===== config.mk =====
export PLATFORM = sky130hd
export DESIGN_NAME = tbu_timer
export DESIGN_NICKNAME = d
export VERILOG_FILES = /design/src/hw/tbu_timer.v /design/src/hw/tbu_channel.v
export VERILOG_INCLUDE_DIRS = /design/src /design/src/hw
export SDC_FILE = /design/constraint.sdc
export NUM_CORES = 1
export LEC_CHECK = 0
export BUFFER_PORTS_ARGS = -buffer_cell sky130_fd_sc_hd__buf_2
export CORE_ASPECT_RATIO = 1.2
export CORE_MARGIN = 3
export CORE_UTILIZATION = 45
export CTS_BUF_LIST = sky130_fd_sc_hd__clkbuf_8
export DETAILED_ROUTE_END_ITERATION = 8
export PLACE_DENSITY_LB_ADDON = 0.2
export REMOVE_ABC_BUFFERS = 1
export SLEW_MARGIN = 5
export SYNTH_ARGS = -nofsm -noshare
export SYNTH_HDL_FRONTEND = slang
export SYNTH_SLANG_ARGS = --single-unit
export TNS_END_PERCENT = 30

===== constraint.sdc =====
create_clock -name i_core_clk -period 5 [get_ports i_core_clk]
set_input_delay 1 -clock i_core_clk [delete_from_list [all_inputs] [get_ports i_core_clk]]
set_output_delay 1 -clock i_core_clk [all_outputs]
set_load 0.005 [all_outputs]

===== src/hw/tbu_map.vh =====
// Constants for the timer B unit: register offsets, field positions,
// reset values and encodings. Definitions only.
`ifndef TBU_MAP_VH
`define TBU_MAP_VH

// Register offsets on the plain register port
`define TBU_OFS_STATUS   5'h00
`define TBU_OFS_CNT      5'h01
`define TBU_OFS_MOD      5'h02
`define TBU_OFS_CTRL0    5'h04
`define TBU_OFS_CTRL1    5'h05
`define TBU_OFS_CTRL2    5'h06
`define TBU_OFS_CTRL3    5'h07
`define TBU_OFS_CMP0     5'h08
`define TBU_OFS_CMP1     5'h09
`define TBU_OFS_CMP2     5'h0A
`define TBU_OFS_CMP3     5'h0B

// Timer status/control fields
`define TBU_ST_OVF       7
`define TBU_ST_OVIE      6
`define TBU_ST_HALT      5
`define TBU_ST_CLR       4
`define TBU_ST_PS_HI     2
`define TBU_ST_PS_LO     0
`define TBU_ST_RESET     8'h20

// Channel control fields
`define TBU_CH_FLAG      7
`define TBU_CH_IE        6
`define TBU_CH_MODE_HI   5
`define TBU_CH_MODE_LO   4
`define TBU_CH_ELS_HI    3
`define TBU_CH_ELS_LO    2
`define TBU_CH_TOV       1
`define TBU_CH_MAX       0
`define TBU_CH_RESET     8'h00

// Prescaler code that selects the external count clock
`define TBU_PS_EXT       3'h7
// Compare action pair codes
`define TBU_ELS_TOGGLE   2'h1
`define TBU_ELS_CLEAR    2'h2
`define TBU_ELS_SET      2'h3

`define TBU_CNT_RESET    16'h0000
`define TBU_CMP_RESET    16'h0000
`define TBU_MOD_RESET    16'hFFFF

`endif


===== src/hw/tbu_timer.v =====
// Timer B unit: counter, prescaler, modulo and four compare/PWM channels
// with buffered pairs 0/1 and 2/3. Register port with one-cycle reads.
// Assumes all inputs synchronous to i_core_clk.
`timescale 1ns/1ns
`default_nettype none
`include "tbu_map.vh"

// Operation
// - Link bit two pairs channels two, three
// - Second channel write takes over at overflow
// - Linked higher channel control unused, pin released
// - Pin toggles at modulo overflow
// - Pulse width is overflow to compare
// - Modulo 255 divide one gives 256 periods
// - Compare 128 gives half duty
// - Unbuffered rewrite may miss a compare
// - Link bit zero pairs channels zero, one
// - Buffered width changes at period start
// - Lower channel control governs linked output
// - Mode pair 0:1 unbuffered, 1:0 buffered
// - Compare drives complement of pulse level
// - Link bit overrides lower mode bit
// - Clear toggle bit with compare-clear action gives zero duty
// - Full duty bit, no toggle, 100 percent
// - Overflow when counter wraps after modulo
// - Clear bit resets counter and prescaler
// - Prescale divides by power of two or external
module tbu_timer #(
  parameter CH_N = 4,          // Channel count
  parameter PS_W = 6           // Prescaler counter width
) (
  input wire i_core_clk,       // Core clock, 125 MHz
  input wire i_rstn,           // Synchronous reset, active low
  input wire [4:0] i_addr,     // Register address
  input wire [15:0] i_wdata,   // Write data
  input wire i_wr,             // Write strobe
  input wire i_rd,             // Read strobe
  input wire i_ext_clk,        // External count clock pin level
  output reg [15:0] o_rdata_reg, // Read data, cycle after read
  output wire [3:0] o_pin,     // Channel pin levels
  output wire [3:0] o_pin_oe_n, // Channel pin drive enables, low drives
  output reg o_ovf_pulse_reg,  // Overflow event pulse
  output wire [3:0] o_match    // Per-channel compare match pulses
);

  reg [7:0] status_reg;
  reg [15:0] count_reg;
  reg [15:0] modulo_value_reg;
  reg [PS_W-1:0] ps_reg;
  reg ext_d_reg;
  reg [7:0] ctrl_reg [0:CH_N-1];
  reg [15:0] cmp_reg [0:CH_N-1];
  reg use_hi0_reg;
  reg use_hi2_reg;
  reg pend0_reg;
  reg pend2_reg;
  reg ovf_flag_armed_reg;
  reg ovf_read_seen_reg;
  reg [3:0] chan_flag_set;

  wire link_enable_ch0 = ctrl_reg[0][`TBU_CH_MODE_HI];
  wire link_enable_ch2 = ctrl_reg[2][`TBU_CH_MODE_HI];
  wire counter_halt = status_reg[`TBU_ST_HALT];
  wire [2:0] prescale_select = status_reg[`TBU_ST_PS_HI:`TBU_ST_PS_LO];
  wire tick;
  wire ovf;
  wire [15:0] gov_cmp [0:CH_N-1];
  wire [CH_N-1:0] ch_en;
  wire [CH_N-1:0] match;
  wire [CH_N-1:0] pin_w;

  // Decode: does an offset hit one of the channel control registers
  function is_ctrl;
    input [4:0] a;
    begin
      is_ctrl = (a >= `TBU_OFS_CTRL0) && (a <= `TBU_OFS_CTRL3);
    end
  endfunction

  function is_cmp;
    input [4:0] a;
    begin
      is_cmp = (a >= `TBU_OFS_CMP0) && (a <= `TBU_OFS_CMP3);
    end
  endfunction

  // Prescaler tap or external rising edge
  reg tick_sel;
  always @* begin
    tick_sel = 1'b0;
    if (prescale_select == `TBU_PS_EXT) begin
      tick_sel = i_ext_clk && !ext_d_reg;
    end else if (prescale_select == 3'h0) begin
      tick_sel = 1'b1;
    end else begin
      tick_sel = (ps_reg[prescale_select - 3'h1 +: 1] == 1'b1) &&
        (ps_reg & ((6'h01 << prescale_select) - 6'h01)) ==
        ((6'h01 << prescale_select) - 6'h01);
    end
  end

  wire clr_wr = i_wr && (i_addr == `TBU_OFS_STATUS) &&
    i_wdata[`TBU_ST_CLR];
  assign tick = !counter_halt && !clr_wr && tick_sel;
  assign ovf = tick && (count_reg == modulo_value_reg);

  // Value the counter reaches on this tick; a match is the counter reaching
  // the compare value, so compare 128 of 256 gives exactly half duty
  wire [15:0] cnt_next = ovf ? `TBU_CNT_RESET : count_reg + 16'h0001;

  // Counter, prescaler and clear
  always @(posedge i_core_clk) begin
    if (!i_rstn) begin
      count_reg <= `TBU_CNT_RESET;
      ps_reg <= {PS_W{1'b0}};
      ext_d_reg <= 1'b0;
      o_ovf_pulse_reg <= 1'b0;
    end else begin
      ext_d_reg <= i_ext_clk;
      o_ovf_pulse_reg <= ovf;
      if (clr_wr) begin
        count_reg <= `TBU_CNT_RESET;
        ps_reg <= {PS_W{1'b0}};
      end else begin
        if (!counter_halt) begin
          ps_reg <= ps_reg + {{(PS_W-1){1'b0}}, 1'b1};
        end
        if (ovf) begin
          count_reg <= `TBU_CNT_RESET;
        end else if (tick) begin
          count_reg <= count_reg + 16'h0001;
        end
      end
    end
  end

  // Buffered pair selection; link beats low mode bit
  assign gov_cmp[0] = (link_enable_ch0 && use_hi0_reg) ? cmp_reg[1] :
    cmp_reg[0];
  assign gov_cmp[1] = cmp_reg[1];
  assign gov_cmp[2] = (link_enable_ch2 && use_hi2_reg) ? cmp_reg[3] :
    cmp_reg[2];
  assign gov_cmp[3] = cmp_reg[3];

  // Higher channel idles while linked; its pin is released
  assign ch_en[0] = ctrl_reg[0][`TBU_CH_MODE_HI] |
    ctrl_reg[0][`TBU_CH_MODE_LO];
  assign ch_en[1] = !link_enable_ch0 &&
    ctrl_reg[1][`TBU_CH_MODE_LO];
  assign ch_en[2] = ctrl_reg[2][`TBU_CH_MODE_HI] |
    ctrl_reg[2][`TBU_CH_MODE_LO];
  assign ch_en[3] = !link_enable_ch2 && ctrl_reg[3][`TBU_CH_MODE_LO];

  genvar g;
  generate
    for (g = 0; g < CH_N; g = g + 1) begin : g_ch
      tbu_channel u_ch (
        .i_core_clk(i_core_clk),
        .i_rstn(i_rstn),
        .i_tick(tick),
        .i_ovf(ovf),
        .i_count(cnt_next),
        .i_cmp(gov_cmp[g]),
        .i_enable(ch_en[g]),
        .i_els(ctrl_reg[g][`TBU_CH_ELS_HI:`TBU_CH_ELS_LO]),
        .i_tov(ctrl_reg[g][`TBU_CH_TOV]),
        .i_max(ctrl_reg[g][`TBU_CH_MAX]),
        .o_match(match[g]),
        .o_pin_reg(pin_w[g])
      );
      assign o_pin_oe_n[g] = !ch_en[g];
    end
  endgenerate

  assign o_pin = pin_w;
  assign o_match = match;

  // Pending buffer swap, applied at overflow
  always @(posedge i_core_clk) begin
    if (!i_rstn) begin
      use_hi0_reg <= 1'b0;
      use_hi2_reg <= 1'b0;
      pend0_reg <= 1'b0;
      pend2_reg <= 1'b0;
    end else begin
      if (!link_enable_ch0) begin
        use_hi0_reg <= 1'b0;
        pend0_reg <= 1'b0;
      end else begin
        if (ovf) begin
          use_hi0_reg <= pend0_reg;
        end
        if (i_wr && i_addr == `TBU_OFS_CMP1) begin
          pend0_reg <= 1'b1;
        end else if (i_wr && i_addr == `TBU_OFS_CMP0) begin
          pend0_reg <= 1'b0;
        end
      end
      if (!link_enable_ch2) begin
        use_hi2_reg <= 1'b0;
        pend2_reg <= 1'b0;
      end else begin
        if (ovf) begin
          use_hi2_reg <= pend2_reg;
        end
        if (i_wr && i_addr == `TBU_OFS_CMP3) begin
          pend2_reg <= 1'b1;
        end else if (i_wr && i_addr == `TBU_OFS_CMP2) begin
          pend2_reg <= 1'b0;
        end
      end
    end
  end

  // Channel flags are credited to the lower channel while linked
  always @* begin
    chan_flag_set = match;
    if (link_enable_ch0) begin
      chan_flag_set[1] = 1'b0;
    end
    if (link_enable_ch2) begin
      chan_flag_set[3] = 1'b0;
    end
  end

  // Registers. Overflow flag clears by read-then-write-0, channel flags by write-0 alone; a set wins.
  integer k;
  always @(posedge i_core_clk) begin
    if (!i_rstn) begin
      status_reg <= `TBU_ST_RESET;
      modulo_value_reg <= `TBU_MOD_RESET;
      ovf_read_seen_reg <= 1'b0;
      ovf_flag_armed_reg <= 1'b0;
      for (k = 0; k < CH_N; k = k + 1) begin
        ctrl_reg[k] <= `TBU_CH_RESET;
        cmp_reg[k] <= `TBU_CMP_RESET;
      end
    end else begin
      if (i_rd && i_addr == `TBU_OFS_STATUS &&
          status_reg[`TBU_ST_OVF]) begin
        ovf_read_seen_reg <= 1'b1;
      end
      if (i_wr && i_addr == `TBU_OFS_STATUS) begin
        status_reg[`TBU_ST_OVIE] <= i_wdata[`TBU_ST_OVIE];
        status_reg[`TBU_ST_HALT] <= i_wdata[`TBU_ST_HALT];
        status_reg[`TBU_ST_PS_HI:`TBU_ST_PS_LO] <=
          i_wdata[`TBU_ST_PS_HI:`TBU_ST_PS_LO];
        if (!i_wdata[`TBU_ST_OVF] && ovf_read_seen_reg) begin
          status_reg[`TBU_ST_OVF] <= 1'b0;
          ovf_read_seen_reg <= 1'b0;
        end
      end
      if (ovf) begin
        status_reg[`TBU_ST_OVF] <= 1'b1;
      end
      if (i_wr && i_addr == `TBU_OFS_MOD) begin
        modulo_value_reg <= i_wdata;
      end
      for (k = 0; k < CH_N; k = k + 1) begin
        if (i_wr && is_ctrl(i_addr) &&
            i_addr[1:0] == k[1:0]) begin
          ctrl_reg[k][6:0] <= i_wdata[6:0];
          if (!i_wdata[`TBU_CH_FLAG]) begin
            ctrl_reg[k][`TBU_CH_FLAG] <= 1'b0;
          end
        end
        if (chan_flag_set[k]) begin
          ctrl_reg[k][`TBU_CH_FLAG] <= 1'b1;
        end
        if (i_wr && is_cmp(i_addr) && i_addr[1:0] == k[1:0]) begin
          cmp_reg[k] <= i_wdata;
        end
      end
    end
  end

  // Read data, valid in the cycle after the strobe
  always @(posedge i_core_clk) begin
    if (!i_rstn) begin
      o_rdata_reg <= 16'h0000;
    end else if (i_rd) begin
      if (i_addr == `TBU_OFS_STATUS) begin
        o_rdata_reg <= {8'h00, status_reg & ~(8'h01 << `TBU_ST_CLR)};
      end else if (i_addr == `TBU_OFS_CNT) begin
        o_rdata_reg <= count_reg;
      end else if (i_addr == `TBU_OFS_MOD) begin
        o_rdata_reg <= modulo_value_reg;
      end else if (is_ctrl(i_addr)) begin
        o_rdata_reg <= {8'h00, ctrl_reg[i_addr[1:0]]};
      end else if (is_cmp(i_addr)) begin
        o_rdata_reg <= cmp_reg[i_addr[1:0]];
      end else begin
        o_rdata_reg <= 16'h0000;
      end
    end else begin
      o_rdata_reg <= 16'h0000;
    end
  end

endmodule
`default_nettype wire


===== src/hw/tbu_channel.v =====
// One output compare / PWM channel of the timer B unit.
// Assumes the caller supplies the governing compare value and a tick.
`timescale 1ns/1ns
`default_nettype none
`include "tbu_map.vh"

module tbu_channel (
  input wire i_core_clk,       // Core clock
  input wire i_rstn,           // Synchronous reset, active low
  input wire i_tick,           // Counter advanced this cycle
  input wire i_ovf,            // Overflow event on this tick
  input wire [15:0] i_count,   // Counter value after the tick
  input wire [15:0] i_cmp,     // Governing compare value
  input wire i_enable,         // Channel drives its pin
  input wire [1:0] i_els,      // Edge/level select pair
  input wire i_tov,            // Toggle on overflow
  input wire i_max,            // Full duty force
  output wire o_match,         // Compare match pulse
  output reg o_pin_reg         // Pin level
);

  reg pin_next;

  assign o_match = i_tick && i_enable && (i_count == i_cmp);

  always @* begin
    pin_next = o_pin_reg;
    if (i_enable) begin
      if (i_max && !i_tov) begin
        pin_next = 1'b1;
      end else begin
        if (o_match) begin
          case (i_els)
            `TBU_ELS_TOGGLE: pin_next = ~pin_next;
            `TBU_ELS_CLEAR: pin_next = 1'b0;
            `TBU_ELS_SET: pin_next = 1'b1;
            default: pin_next = o_pin_reg;
          endcase
        end
        // Toggle only when enabled; a clear toggle bit with compare-clear holds 0%
        if (i_ovf && i_tov) begin
          pin_next = ~o_pin_reg;
        end
      end
    end
  end

  always @(posedge i_core_clk) begin
    if (!i_rstn) begin
      o_pin_reg <= 1'b0;
    end else begin
      o_pin_reg <= pin_next;
    end
  end

endmodule
`default_nettype wire


### Yosys cells after proc, flatten, opt, wreduce, memory -nomap -nowiden

Memories as Yosys holds them, arrays and structs flattened.
Index checks and enable logic that the tools add are counted.

| storage, ports and cells | value |
|---|---|
| bits in writable memories | 96 |
| flip-flop bits (word level) | 71 |
| memories | 2 |
| bits of input ports | 26 |
| word-level logic and storage cells | 277 |

| operators by class | value |
|---|---|
| bitwise operators | 26 |
| multiplexer cells | 104 |
| shift-type cells | 2 |
| equality and inequality tests | 28 |
| reduce and logical (&&, ||, !) cells | 88 |
| magnitude comparators | 4 |
| $add $sub $neg | 4 |

Memories:

| name | depth | bits a word | read ports | clocked after Yosys merged registers in | wr ports | RTL line | text |
|---|---|---|---|---|---|---|---|
| cmp_reg | 4 | 16 | 5 | 0 | 4 | tbu_timer.v:52 | `reg [15:0] cmp_reg [0:CH_N-1];` |
| ctrl_reg | 4 | 8 | 5 | 0 | 4 | tbu_timer.v:51 | `reg [7:0] ctrl_reg [0:CH_N-1];` |

Operator list:

| kind | count |
|---|---|
| two-way mux 16 bit | 11 |
| two-way mux 1 bit | 83 |
| == test 16 bit | 5 |
| logical AND 1 bit | 47 |
| two-way mux 7 bit | 4 |
| == test 2 bit, second input constant | 10 |
| == test 5 x 4 -> 1 bit, second input constant | 4 |
| nonzero test 5 bit | 4 |
| bitwise OR 1 bit | 18 |
| adder 16 x 1 -> 16 bit, second input constant | 1 |
| logical NOT 1 bit | 14 |
| case mux 1 bit (3 select lines) | 4 |
| AND reduction 3 bit | 4 |
| nonzero test 3 bit | 4 |
| == test 2 x 1 -> 1 bit, second input constant | 5 |
| two-way mux 8 bit | 1 |
| AND reduction 2 bit | 4 |
| nonzero test 2 bit | 4 |
| inverter 1 bit | 7 |
| adder 6 x 1 -> 6 bit, second input constant | 1 |
| bitwise AND 6 bit | 1 |
| == test 6 bit | 1 |
| OR reduction 3 bit | 2 |
| variable part select 6 x 4 -> 1 bit | 1 |
| other kinds (15) | 16 |

### Longest topological paths before layout

| logic depth | value |
|---|---|
| word-level depth | 17 |
| mapped depth | 15 |
| gate-level depth less buffers | 12 |

### By module

Synthesis repeated with hierarchy kept, for this count alone.

| second synthesis, totals | value |
|---|---|
| cell total of the unflattened synthesis | 975 |
| area, all modules | 9636.7 um2 |

By module, submodules not included:

| module | area each (um2) | times used | cells each |
|---|---|---|---|
| tbu_timer | 8520.7 | 1 | 815 |
| tbu_channel | 279.0 | 4 | 40 |

### Least setup slack after synthesis

OpenSTA, ideal clock, no wires.

| timing | value |
|---|---|
| path type | in2out |
| from | input port i_addr[3] |
| to | output port o_match[2] |
| slack | 659 ps |
| arrival | 3341 ps |
| path buffers | 3 |
| stages | 12 |
| path through | buf_2 nor3_2 nand3_2 o21ai_1 nor4_4 buf_6 or3_1 a211o_1 a211oi_1 o311ai_1 inv_1 buf_4 |

| on the way | value |
|---|---|
| cells in the longest elaborated chain, start to end | 10 |
| elaborated cells between the ends (all ways) | 11 |

RTL lines:

| element | RTL line | text |
|---|---|---|
| start: declaration | tbu_timer.v:34 | `input wire [4:0] i_addr,` |
| logical NOT 5 bit (no source line) * | - |  |
| logical AND 1 bit * (2 in series) | tbu_timer.v:102 | `` wire clr_wr = i_wr && (i_addr == `TBU_OFS_STATUS) && `` |
| logical NOT 1 bit * | tbu_timer.v:104 | `assign tick = !counter_halt && !clr_wr && tick_sel;` |
| logical AND 1 bit * (2 in series) | tbu_timer.v:104 |  |
| logical AND 1 bit | tbu_timer.v:105 | `assign ovf = tick && (count_reg == modulo_value_reg);` |
| two-way mux 16 bit | tbu_timer.v:109 | `` wire [15:0] cnt_next = ovf ? `TBU_CNT_RESET : count_reg + 16'h0001; `` |
| == test 16 bit | tbu_channel.v:24 | `assign o_match = i_tick && i_enable && (i_count == i_cmp);` |
| logical AND 1 bit * | tbu_channel.v:24 |  |
| end: declaration | tbu_timer.v:43 | `output wire [3:0] o_match` |

Mark *: on every way between the ends. The rest lies on a longest branch, timed or not.

### Worst setup path after layout

| timing | value |
|---|---|
| from | register status_reg[0] |
| to | output port o_match[2] |

| on the way | value |
|---|---|
| cells in the longest elaborated chain, start to end | 12 |
| elaborated cells between the ends (all ways) | 17 |

RTL lines:

| element | RTL line | text |
|---|---|---|
| start: declaration | tbu_timer.v:46 | `reg [7:0] status_reg;` |
| start signal: assignment | tbu_timer.v:230 | `` status_reg <= `TBU_ST_RESET; `` |
| start signal: indexed assignment | tbu_timer.v:244 | `` status_reg[`TBU_ST_OVIE] <= i_wdata[`TBU_ST_OVIE]; `` |
| start signal: indexed assignment | tbu_timer.v:245 | `` status_reg[`TBU_ST_HALT] <= i_wdata[`TBU_ST_HALT]; `` |
| left shift 1 x 3 -> 6 bit | tbu_timer.v:97, tbu_timer.v:98 |  |
| subtractor 6 x 1 -> 6 bit | tbu_timer.v:97, tbu_timer.v:98 |  |
| bitwise AND 6 bit | tbu_timer.v:97 | `(ps_reg & ((6'h01 << prescale_select) - 6'h01)) ==` |
| == test 6 bit | tbu_timer.v:97 |  |
| logical AND 1 bit | tbu_timer.v:96 | `tick_sel = (ps_reg[prescale_select - 3'h1 +: 1] == 1'b1) &&` |
| two-way mux 1 bit | tbu_timer.v:93 | `end else if (prescale_select == 3'h0) begin` |
| two-way mux 1 bit * | tbu_timer.v:91 | `` if (prescale_select == `TBU_PS_EXT) begin `` |
| logical AND 1 bit * | tbu_timer.v:104 |  |
| logical AND 1 bit | tbu_timer.v:105 |  |
| two-way mux 16 bit | tbu_timer.v:109 |  |
| == test 16 bit | tbu_channel.v:24 |  |
| logical AND 1 bit * | tbu_channel.v:24 |  |

Marks and branches as above.

==> metrics.md <==
| Metric | Value |
|---|---|
| Library cell appearing most often on the critical path | sky130_fd_sc_hd__inv_1 |
| Clock period minus final worst setup slack | 4.79 ns |
| Clock-pin transition on the worst setup and hold timing paths | 0.11 ns |
| Number of different library cells in the post-synthesis netlist | 78 |
| Initial Utilization | 45.8% |
| Detailed placer's ending HPWL | 24400 um |
| Total number of H-tree levels | 4 |
| Number of rows in the core area | 59 |
| EDFF count, synth | 96 |
| Area taken by flip-flops and latches | 4310 um2 |
| I/O Buffers | 54 |
| CP Class | reg -> out |
| Number of instances in the synthesized netlist | 976 |
| Remaining antenna violation count | 0 |
| Detail-routed net length per standard cell | 24.8 um |
| Placeable core region | 21800 um2 |
| Synth Area per Inst | 10.2 um2 |
| Run status | complete, no violations |
| Non-Filler Instances | 1310 |
| Synthesis warning total | 0 |
| Setup Skew | 0.0222 ns |
| Total iterations of the first detailed-routing run | 6 |
| Area after detailed placement | 10500 um2 |
| Skew-Pair Late Insertion Delay | 0.50 ns |
| Int Power | 2040 uW |
| Hold Vio Cnt, Final | 0 |
| Switching power share of the total | 29.5% |
| Count of nets after finishing | 1059 |
| Post-route standard cell area excluding fillers | 11000 um2 |
| Portion of the clock cycle consumed by the worst path in the final layout | 95.8% |
| Dominant synthesized flop cell | sky130_fd_sc_hd__edfxtp_1 |
| Highest ir drop seen on vdd | 0.000158 V |
| CTS tree | built |
| Pins over their slew limit | 0 |
| Logic gate share of total power | 9.7% |
| Total congestion overflow | 0 |
| Worst path slowest cell | sky130_fd_sc_hd__dfxtp_2 |
| Post-synthesis instance area | 9980 um2 |
| Power Dens Cells | 262 nW/um2 |
| Routability congestion estimate | 1.00 |
| I/O pins | 55 |
| Setup Slack @ Placement | 0.309 ns |
| Count of fill cells added during filler insertion | 2024 |
| TritonCTS buffer count | 17 |
| DIE WIDTH | 142 um |
| Instance count after placement with tap cells included | 1274 |
| Drc violations | 0 |
| Via count of the first global-routing pass | 7731 |
| Register bit count reported by yosys | 167 |
| Detailed-route vias per instance | 6.17 |
| Number of buffers between clock root and the deepest sink | 2 |
| Commonest non-fill, non-tap cell in the layout | sky130_fd_sc_hd__edfxtp_1 |
| Final design utilization | 50.6% |
| Initial antenna violation count | 1 |
| Clk pwr share | 36.3% |
| Flip-flop count of the largest register, all copies and words added | 64 |
| Data arrival time of the critical path | 3.79 ns |
| Share of cells above drive strength 1 | 18.9% |
| Setup TNS after final layout | 0 ns |
| Net switching power of the design | 851 uW |
| Asr flop ratio synth | 0% |
| Die area | 24000 um2 |
| Hold/Removal Path Class | reg -> reg |
| Commonest non-fill, non-tap cells in the layout | 96 x sky130_fd_sc_hd__edfxtp_1, 88 x sky130_fd_sc_hd__and2_1, 87 x sky130_fd_sc_hd__nor2_1 |
| Required arrival time at the worst endpoint | 4.00 ns |
| Sequential Power Share | 54.0% |
| Setup crit start kind | register |
| Maximum number of pins on one net before global-route repair | 44 |
| Worst-Margin Slew | 1.15 ns |
| Layout Area Growth over Synthesis | 10.3% |
| Global-route wire length before repair | 48600 um |
| Highest net fanout along the worst path | 37 |
| Die height | 169 um |
| Top achievable clock speed | 0.209 GHz |
| Final setup fails | 0 |
| Overall routed net length | 32500 um |
| Max-cap violations | 0 |
| Number of vias after detailed routing | 8081 |
| All-layer global routing usage | 27.2% |
| Area of combinational cells with multiple inputs | 5280 um2 |
| Cell at the root of the clock tree | sky130_fd_sc_hd__clkbuf_8 |
| Number of clock sinks seen by CTS | 167 |
| Sequence of cells on the critical path | inv_1 -> ha_1 -> mux4_2 -> a211oi_4 -> nor4_4 -> buf_12 -> or3_1 -> a211o_1 -> a211oi_1 -> o311ai_2 -> inv_1 -> buf_2 |
| Antenna Diode Count | 0 |
| Initial DRC count | 862 |
| Leak pwr | 0.00411 uW |
| Register area share after synthesis | 43.1% |
| Maximum cell stage delay along the critical path | 0.42 ns |
| Setup slack after layout | 0.209 ns |
| Worst slew margin | 22.7% |
| Sort of element at the end of the critical path | output pin |
[metal layers]
| metal | GRT usage [%] | part of all wire, % | vias up |
|---|---|---|---|
| met2 | 45.0 | 49 | 355 |
| met5 | 0 | 0 | - |
| met1 | 36.5 | 42 | 3971 |
| li1 | - | - | 3695 |
| met3 | 3.92 | 6.1 | 60 |
| met4 | 9.93 | 3.3 | 0 |
[path summary, 6_finish.rpt]
check	startpoint	end	slack [ns]	cells past startpoint
setup / recovery	status_reg[0]	o_match[2]	0.21	12
hold / removal	pend0_reg	pend0_reg	0.48	2
setup reg to reg	status_reg[0]	g_ch[1].u_ch.o_pin_reg	1.18	12
hold reg to reg	pend0_reg	pend0_reg	0.48	2
[final cells by class]
cell class | instances | share of cell area [%]
inverters | 20 | 0.682
multi-input cells | 721 | 47.9
repair buffers | 96 | 5.43
clock inverters | 15 | 1.60
flip-flops and latches | 167 | 39.1
clock buffers | 17 | 2.12
well taps | 274 | 3.11
[timing repair]
item	4_1_cts	5_1_grt
hold buffers	0	0
pin swaps	0	4
endpoints found under the setup margin	1	3
cloned	0	0
resized for setup	1	6
buffers inserted	0	4
[synth_stat cells (5+ instances only)]
master / count / area share [%]
sky130_fd_sc_hd__o22ai_1: 7 / 0.44
sky130_fd_sc_hd__a222oi_1: 9 / 0.90
sky130_fd_sc_hd__buf_6: 8 / 0.90
sky130_fd_sc_hd__nand2_1: 84 / 3.2
sky130_fd_sc_hd__o21ai_0: 21 / 1.1
sky130_fd_sc_hd__and2_1: 88 / 5.5
sky130_fd_sc_hd__a21oi_1: 21 / 1.1
sky130_fd_sc_hd__a31oi_1: 12 / 0.75
sky130_fd_sc_hd__inv_1: 20 / 0.75
sky130_fd_sc_hd__a22oi_1: 7 / 0.53
sky130_fd_sc_hd__xnor2_1: 30 / 2.6
sky130_fd_sc_hd__nor3b_1: 7 / 0.53
sky130_fd_sc_hd__mux4_2: 25 / 5.6
sky130_fd_sc_hd__nor2_1: 87 / 3.3
sky130_fd_sc_hd__nor2b_1: 6 / 0.38
sky130_fd_sc_hd__nand4_1: 9 / 0.56
sky130_fd_sc_hd__edfxtp_1: 96 / 29
sky130_fd_sc_hd__nor4_4: 5 / 1.1
sky130_fd_sc_hd__nand2b_1: 18 / 1.1
sky130_fd_sc_hd__ha_1: 10 / 1.3
sky130_fd_sc_hd__and3_1: 5 / 0.31
sky130_fd_sc_hd__mux2_2: 11 / 1.2
sky130_fd_sc_hd__buf_2: 11 / 0.55
sky130_fd_sc_hd__a221oi_1: 8 / 0.70
sky130_fd_sc_hd__nor3_1: 27 / 1.4
sky130_fd_sc_hd__xor2_1: 37 / 3.2
sky130_fd_sc_hd__buf_1: 8 / 0.30
sky130_fd_sc_hd__nand3_1: 19 / 0.95
sky130_fd_sc_hd__or3_1: 7 / 0.44
sky130_fd_sc_hd__o211ai_1: 12 / 0.90
sky130_fd_sc_hd__clkbuf_1: 29 / 1.1
sky130_fd_sc_hd__a211oi_1: 17 / 1.3
sky130_fd_sc_hd__dfxtp_1: 71 / 14
sky130_fd_sc_hd__nor4_1: 20 / 1.3
sky130_fd_sc_hd__buf_4: 11 / 0.83
sky130_fd_sc_hd__mux2i_1: 30 / 3.0
[power groups by stage]
stage               clock network, uW  registers, uW  logic (uW)
floorplan                           0           1560         149
global placement                    0           1590         277
detailed placement                  0           1590         276
CTS                              1060           1560         277
global route                     1110           1570         300
finish                           1050           1560         280
[kinds of logic after synthesis]
| logic type | after synthesis | share of synthesized area [%] |
|---|---|---|
| buffers and inverters | 88 | 4.47 |
| flip-flops | 167 | 43.1 |
| XOR/XNOR | 71 | 6.59 |
| adder cells (fa/ha/maj) | 10 | 1.25 |
| AO/OA/AOI/OAI | 167 | 12.4 |
| AND/OR/NAND/NOR | 407 | 22.3 |
| multiplexers | 66 | 9.89 |
[worst max-delay path, delay by kind of cell, from the launching register on]
| family | cells | cell delay [ns] |
|---|---|---|
| muxes | 1 | 0.33 |
| AOI/OAI and AO/OA | 4 | 1.22 |
| DFF | 1 | 0.42 |
| adders and majority gates | 1 | 0.32 |
| buffers and inverters | 4 | 0.52 |
| and+or+nand+nor | 2 | 0.48 |
[metrics by stage]
stage / hold slack, ns / power, uW
5_1_grt: 0.513 / 2980
3_5_place_dp: 0.467 / 1870
3_3_place_gp: 0.465 / 1870
4_1_cts: 0.481 / 2890
6_report: 0.485 / 2890
2_1_floorplan: 0.451 / 1710
Note: power is estimated with default switching activity, not from simulation.
